`config.mk`:
```
export PLATFORM = sky130hd
export DESIGN_NAME = sqa_arbiter
export DESIGN_NICKNAME = d
export VERILOG_FILES = /design/src/hw/sqa_pkg.sv /design/src/hw/sqa_cfg_if.sv /design/src/hw/sqa_apb_regs.sv /design/src/hw/sqa_pick.sv /design/src/hw/sqa_arbiter.sv
export SDC_FILE = /design/constraint.sdc
export NUM_CORES = 1
export LEC_CHECK = 0
export BUFFER_PORTS_ARGS = -buffer_cell sky130_fd_sc_hd__buf_2
export CORE_MARGIN = 8
export CORE_UTILIZATION = 34
export CTS_CLUSTER_SIZE = 28
export DETAILED_ROUTE_END_ITERATION = 16
export PLACE_DENSITY = 0.78
export SLEW_MARGIN = 20
export SYNTH_ARGS = -nofsm -noshare
export SYNTH_HDL_FRONTEND = slang
export SYNTH_SLANG_ARGS = --single-unit
```
`constraint.sdc`:
```
create_clock -name clk -period 3.55 [get_ports clk]
set_input_delay 0.5325 -clock clk [delete_from_list [all_inputs] [get_ports clk]]
set_output_delay 0.5325 -clock clk [all_outputs]
set_load 0.05 [all_outputs]
```
`src/hw/sqa_pkg.sv`:
```
// Shared constants and helpers for the SRAM service-level arbiter
package sqa_pkg;

	localparam int NUM_PORTS = 5;
	localparam int ID_W      = 3;
	localparam int LVL_W     = 2;

	typedef logic [LVL_W-1:0] sqa_level_t;
	typedef logic [ID_W-1:0]  sqa_id_t;

	// Static port numbers, lower number wins ties
	localparam sqa_id_t PORT_CPU   = 3'h0;
	localparam sqa_id_t PORT_TRACE = 3'h1;
	localparam sqa_id_t PORT_DEBUG = 3'h2;
	localparam sqa_id_t PORT_USB   = 3'h3;
	localparam sqa_id_t PORT_DMA   = 3'h4;

	// Service level encodings
	localparam sqa_level_t LVL_DISABLE  = 2'h0;
	localparam sqa_level_t LVL_LOW      = 2'h1;
	localparam sqa_level_t LVL_MEDIUM   = 2'h2;
	localparam sqa_level_t LVL_HIGH     = 2'h3;
	localparam sqa_level_t LVL_TRACE    = LVL_HIGH;
	localparam sqa_level_t LVL_DEBUG    = LVL_LOW;
	localparam sqa_level_t CPU_LVL_RST  = 2'h0;

	// Register byte addresses
	localparam logic [31:0] ADDR_CPU_LVL = 32'h4100_7110;
	localparam logic [31:0] ADDR_STATUS  = 32'h4100_7114;

	// Status field layout
	localparam int STAT_ID_LSB  = 0;
	localparam int STAT_VLD_BIT = 3;

	// Levels that must wait at least one cycle
	function automatic logic sqa_is_slow(input sqa_level_t lvl);
		return (lvl == LVL_DISABLE) || (lvl == LVL_LOW);
	endfunction

endpackage

```
`src/hw/sqa_cfg_if.sv`:
```
// Configuration and status bundle between register block and core
`timescale 1ns/1ps
interface sqa_cfg_if;
	import sqa_pkg::*;

	sqa_level_t cpu_level;
	sqa_id_t    last_id;
	logic       last_vld;

	modport regs (
		output cpu_level,
		input  last_id,
		input  last_vld
	);

	modport core (
		input  cpu_level,
		output last_id,
		output last_vld
	);

endinterface

```
`src/hw/sqa_apb_regs.sv`:
```
// APB slave holding the processor service level and status view
`timescale 1ns/1ps
module sqa_apb_regs
	import sqa_pkg::*;
(
	input  wire logic        clk,
	input  wire logic        arst_n,
	input  wire logic        psel,
	input  wire logic        penable,
	input  wire logic        pwrite,
	input  wire logic [31:0] paddr,
	input  wire logic [31:0] pwdata,
	input  wire logic [3:0]  pstrb,
	output logic      [31:0] prdata,
	output logic             pready,
	output logic             pslverr,
	sqa_cfg_if.regs          cfg
);

	sqa_level_t  cpu_lvl_r;
	logic [31:0] prdata_r;
	logic [31:0] rd_val;

	wire hit_lvl  = (paddr == ADDR_CPU_LVL);
	wire hit_stat = (paddr == ADDR_STATUS);
	wire hit_any  = hit_lvl | hit_stat;
	wire setup    = psel & ~penable;
	wire access   = psel & penable;
	wire wr_lvl   = access & pwrite & hit_lvl & pstrb[0];

	assign rd_val = hit_lvl ? {30'h0, cpu_lvl_r} :
		hit_stat ? {28'h0, cfg.last_vld, cfg.last_id} : 32'h0;

	assign pready        = 1'b1;
	assign pslverr       = access & ~hit_any;
	assign prdata        = prdata_r;
	assign cfg.cpu_level = cpu_lvl_r;

	////////////////////////////////////////////////////////////////////////
	// processor level field
	always_ff @(posedge clk or negedge arst_n) begin
		if (!arst_n)
			cpu_lvl_r <= CPU_LVL_RST;
		else if (wr_lvl)
			cpu_lvl_r <= pwdata[LVL_W-1:0];
	end

	// Read data captured in setup
	always_ff @(posedge clk or negedge arst_n) begin
		if (!arst_n)
			prdata_r <= 32'h0;
		else if (setup)
			prdata_r <= rd_val;
	end

endmodule

```
`src/hw/sqa_pick.sv`:
```
// Two-key selector: highest level first, then lowest port
`timescale 1ns/1ps
module sqa_pick
	import sqa_pkg::*;
#(
	parameter int N = NUM_PORTS
) (
	input  wire logic [N-1:0]       elig,
	input  wire logic [N*LVL_W-1:0] lvl,
	output logic      [N-1:0]       gnt,
	output sqa_id_t                 gnt_id,
	output logic                    gnt_vld
);

	sqa_level_t best_lvl;

	always_comb begin
		gnt      = '0;
		gnt_id   = '0;
		gnt_vld  = 1'b0;
		best_lvl = LVL_DISABLE;
		for (int i = N - 1; i >= 0; i--) begin
			if (elig[i] && (!gnt_vld ||
				lvl[i*LVL_W +: LVL_W] >= best_lvl)) begin
				gnt_vld  = 1'b1;
				gnt_id   = ID_W'(i);
				best_lvl = lvl[i*LVL_W +: LVL_W];
			end
		end
		if (gnt_vld)
			gnt[gnt_id] = 1'b1;
	end

endmodule

```
`src/hw/sqa_arbiter.sv`:
```
// SRAM port arbiter top with service-level ordering and APB registers
// Operation
// - Levels 0 and 1 wait at least one clock before grant.
// - Highest service level wins; port order only breaks ties.
// - Equal levels: lowest-numbered port wins.
// - Trace buffer fixed at level 3, debug fixed at level 1.
// - Processor level is a 2-bit software field, resets to zero.
// - USB and DMA levels come from their own control fields.
//
// Local design decision: the APB interface to the registers.
`timescale 1ns/1ps
module sqa_arbiter
	import sqa_pkg::*;
(
	input  wire logic                 clk,
	input  wire logic                 arst_n,
	input  wire logic                 psel,
	input  wire logic                 penable,
	input  wire logic                 pwrite,
	input  wire logic [31:0]          paddr,
	input  wire logic [31:0]          pwdata,
	input  wire logic [3:0]           pstrb,
	output logic      [31:0]          prdata,
	output logic                      pready,
	output logic                      pslverr,
	input  wire logic [NUM_PORTS-1:0] req,
	input  wire sqa_level_t           usb_level,
	input  wire sqa_level_t           dma_level,
	output logic      [NUM_PORTS-1:0] gnt
);

	////////////////////////////////////////////////////////////////////////
	// Registers

	sqa_cfg_if cfg ();

	sqa_apb_regs u_regs (
		.clk     (clk),
		.arst_n  (arst_n),
		.psel    (psel),
		.penable (penable),
		.pwrite  (pwrite),
		.paddr   (paddr),
		.pwdata  (pwdata),
		.pstrb   (pstrb),
		.prdata  (prdata),
		.pready  (pready),
		.pslverr (pslverr),
		.cfg     (cfg.regs)
	);

	////////////////////////////////////////////////////////////////////////
	// Level assembly

	logic [NUM_PORTS*LVL_W-1:0] lvl;
	logic [NUM_PORTS-1:0]       waited_r;
	logic [NUM_PORTS-1:0]       waited_nxt;
	logic [NUM_PORTS-1:0]       slow;
	logic [NUM_PORTS-1:0]       elig;
	sqa_id_t                    pick_id;
	logic                       pick_vld;
	sqa_id_t                    last_id_r;
	logic                       last_vld_r;

	assign lvl[PORT_CPU*LVL_W +: LVL_W]   = cfg.cpu_level;
	assign lvl[PORT_TRACE*LVL_W +: LVL_W] = LVL_TRACE;
	assign lvl[PORT_DEBUG*LVL_W +: LVL_W] = LVL_DEBUG;
	assign lvl[PORT_USB*LVL_W +: LVL_W]   = usb_level;
	assign lvl[PORT_DMA*LVL_W +: LVL_W]   = dma_level;

	////////////////////////////////////////////////////////////////////////
	// Latency gate

	genvar g;
	generate
		for (g = 0; g < NUM_PORTS; g++) begin : g_gate
			assign slow[g] = sqa_is_slow(lvl[g*LVL_W +: LVL_W]);
			assign elig[g] = req[g] & (~slow[g] | waited_r[g]);
		end
	endgenerate

	assign waited_nxt = req & ~gnt;

	always_ff @(posedge clk or negedge arst_n) begin
		if (!arst_n)
			waited_r <= '0;
		else
			waited_r <= waited_nxt;
	end

	////////////////////////////////////////////////////////////////////////
	// Selection

	sqa_pick #(
		.N (NUM_PORTS)
	) u_pick (
		.elig    (elig),
		.lvl     (lvl),
		.gnt     (gnt),
		.gnt_id  (pick_id),
		.gnt_vld (pick_vld)
	);

	////////////////////////////////////////////////////////////////////////
	// Status capture

	always_ff @(posedge clk or negedge arst_n) begin
		if (!arst_n) begin
			last_id_r  <= '0;
			last_vld_r <= 1'b0;
		end else begin
			last_vld_r <= pick_vld;
			if (pick_vld)
				last_id_r <= pick_id;
		end
	end

	assign cfg.last_id  = last_id_r;
	assign cfg.last_vld = last_vld_r;

endmodule

```
==> reports/results.txt <==
CTS Buf Count -> 3
Crit path max-delay cell type -> dfrtp_1
Area growth from synthesis to layout -> 44.7%
Required @ worst endpoint -> 3.02 ns
Fin util -> 0.519
Peak fanout along the critical path -> 3
Top_reg_cell synth -> dfrtp_1
Vias per cell -> 4.38
Setup ws final -> -0.0304 ns
Clk Tree Root Cell -> clkbuf_4
Ys async rst share -> 1.00
Largest family of logic cells by synthesized area -> simple AND/OR/NAND/NOR gates
Worst Clk Skew -> 0.00719 ns
Failing checks -> setup timing
Reg clk slew, reported paths -> 0.09 ns
Drt total wl -> 3.18 mm
Critical path depth -> 14
Worst r2r src -> waited_r[4]
CTS Buffer Depth -> 2
Port-buffer cells -> 58
Hpwl dp -> 2.84 mm
Post-synthesis cell area -> 1100 µm²
Post-synthesis compound-gate area fraction -> 0.122
Dpl ws -> -0.198 ns
DR WL/cell -> 13.2 µm
CP Cell Sequence -> o21ai_4 > nor2_2 > ha_1 > nand2b_4 > a211oi_4 > or3_4 > o22ai_2 > nand2b_1 > ha_1 > nand2b_4 > a21oi_4 > a21oi_4 > nor4_4 > buf_6
Setup crit start -> waited_r[4]
Largest delay share family, worst path -> simple AND/OR/NAND/NOR gates
Vias -> 1050
# IOs -> 121
Row count -> 20
Outcome -> complete, but fails checks
Fmax achieved -> 0.279 GHz
Count of final hold-check violations -> 0
Synth cell types -> 34
Antenna violations before repair -> 0
Number of global-route vias before repair -> 1153
ANT cells -> 0
EDFF count, synth -> 0
GRT Resource Usage Total -> 0.125
First-pass GRT wire length -> 5.26 mm
Xor/xnor share of the synthesized area -> 0
Synth Area in Simple Gates -> 0.259
Period utilization -> 1.01
Tmin final -> 3.58 ns
Max-cap viol count -> 0
CP endpoint kind -> output pin
Hold Crit Class -> in2async
RSZ-0062 raised after global routing -> true
Final GP Congestion -> 0.818
Starting Density -> 0.359
Gr ovfl total -> 0
Detailed Route Iter0 Violations -> 24
Die extent in x -> 73.0 µm
Nets@finish -> 283
Num Clock Sinks -> 14
Critical Path AT -> 3.05 ns
Crit-path max cell delay -> 0.40 ns
Die Height -> 73.0 µm
FF-to-FF path depth -> 16
Worst vdd ir -> 0.161 mV
Mux cell area share after synthesis -> 0.0385
DRT Pass-1 Iters -> 4
Worst path buffer plus inverter count -> 1
Later-pin clock latency in the skew report -> 0.28 ns
Slew Limit Fails -> 0
Number of synthesis warnings -> 0
Crit path launch type -> flop
Htree depth -> 1
Synth Area in Adders -> 0.0454
Synthesized flop and latch total -> 14
Seq/Total Area, Yosys -> 0.317
ANT nets after route -> 0
Leakage -> 0.817 nW
DIE AREA -> 5320 µm²
Area of the core -> 3080 µm²
Largest net degree at the start of global routing -> 15
Worst Setup Path Type -> reg2out
CTS tree -> built
Residual DRC -> 0
Power density over cell area -> 305 nW/µm²
Syn_area_per_cell -> 8.83 µm²
Finish-stage setup viols -> 3
Post-synthesis cell count -> 125
Fraction of layout cells with a size suffix above 1 -> 0.454
cell type report:
class                           instances  area, µm²
Clock buffer                            4       36.3
Fill cell                             302       1480
Inverter                                4       15.0
Multi-Input combinational cell        105        732
Sequential cell                        14        350
Tap cell                               44       55.1
Timing Repair Buffer                   69        408
cells in the mapped netlist, types with 2 or more instances:
cell / instances / area share
nor2b_1: 6 / 0.034
buf_4: 29 / 0.20
conb_1: 2 / 0.0068
nor2_1: 5 / 0.017
nand2b_1: 5 / 0.028
nor3_1: 3 / 0.014
a21oi_1: 3 / 0.014
o31ai_1: 3 / 0.020
mux2i_1: 2 / 0.018
dfrtp_1: 14 / 0.32
nand4_1: 2 / 0.011
mux2_1: 2 / 0.020
ha_1: 4 / 0.045
o21ai_1: 7 / 0.032
nor4_1: 4 / 0.023
nand2_1: 11 / 0.037
nand4b_1: 2 / 0.016
nand3_1: 2 / 0.0091
inv_1: 4 / 0.014
power breakdown:
group	total, W	internal (W)	switching (W)
clock	0.000113	0.0000624	0.0000509
sequential	0.000170	0.000167	0.00000369
combinational	0.000203	0.0000657	0.000137
cell families (layout without fill, tap and decap cells):
logic type / Yosys count / in the layout
simple gates: 47 / 47
buf+inv: 33 / 77
compound gates: 21 / 21
flops: 14 / 14
fa+ha+maj: 4 / 4
mux: 4 / 4
other cells: 2 / 29
worst register-to-register path, delay by kind of cell (launching register included):
family / cells / cell delay [ns]
compound gates: 6 / 0.80
simple gates: 6 / 0.76
fa+ha+maj: 2 / 0.54
flops: 1 / 0.40
buf+inv: 2 / 0.30
flip-flops by register name (all words and copies together), names as in the netlist:
| register | cells |
|---|---|
| cfg.last_vld | 1 |
| waited_r | 4 |
| u_regs.prdata | 4 |
| u_regs.cfg.cpu_level | 2 |
| cfg.last_id | 3 |
worst paths after layout:
path	to	slack, ns
setup / recovery	gnt[4]	-0.03
hold / removal	cfg.last_id[1]	0.13
setup reg to reg	cfg.last_id[0]	0.65
hold reg to reg	u_regs.prdata[0]	0.48
max in group asynchronous	waited_r[3]	3.18
min in group clk	u_regs.cfg.cpu_level[1]	0.47
layer usage:
layer  vias up  part of all wire  global-route usage  wire length, µm
met1       490              0.39               0.137             1230
met3         4             0.060              0.0371              191
met2        32              0.55               0.230             1730
met5         -                 0                   0                0
li1        524                 -                   -                -
met4         0            0.0060              0.0267               19
cell usage in the layout, fill, tap and decap left out, types with 3 or more instances in the layout:
master and instances:
buf_2 53, buf_4 10, buf_6 6, clkbuf_4 3
conb_1 29, dfrtp_1 14, ha_1 4, inv_1 4
nand2_1 11, nand2b_1 3, nor2_1 4, nor2b_1 5
nor3_4 3, nor4_1 4, o21ai_1 6, o31ai_1 3
what timing repair did:
item / CTS / global route
setup endpoints to repair: 5 / 5
hold buffers: 0 / 0
resized for setup: 12 / 3
pin swaps: 1 / 0
setup buffers: 1 / 0
stage by stage:
step / hold WS [ns] / total power [W] / std cells / instance area (µm²) / setup TNS [ns]
global placement: 0.442 / 0.000362 / 235 / 1500 / -0.357
detailed placement: 0.446 / 0.000365 / 235 / 1500 / -0.635
finish: 0.128 / 0.000487 / 240 / 1600 / -0.0539
CTS: 0.138 / 0.000489 / 240 / 1590 / -0.143
global route: 0.127 / 0.000517 / 240 / 1600 / -0.624
floorplan: 0.237 / 0.000333 / 152 / 1300 / -0.312
Note: power is estimated with default switching activity, not from simulation.
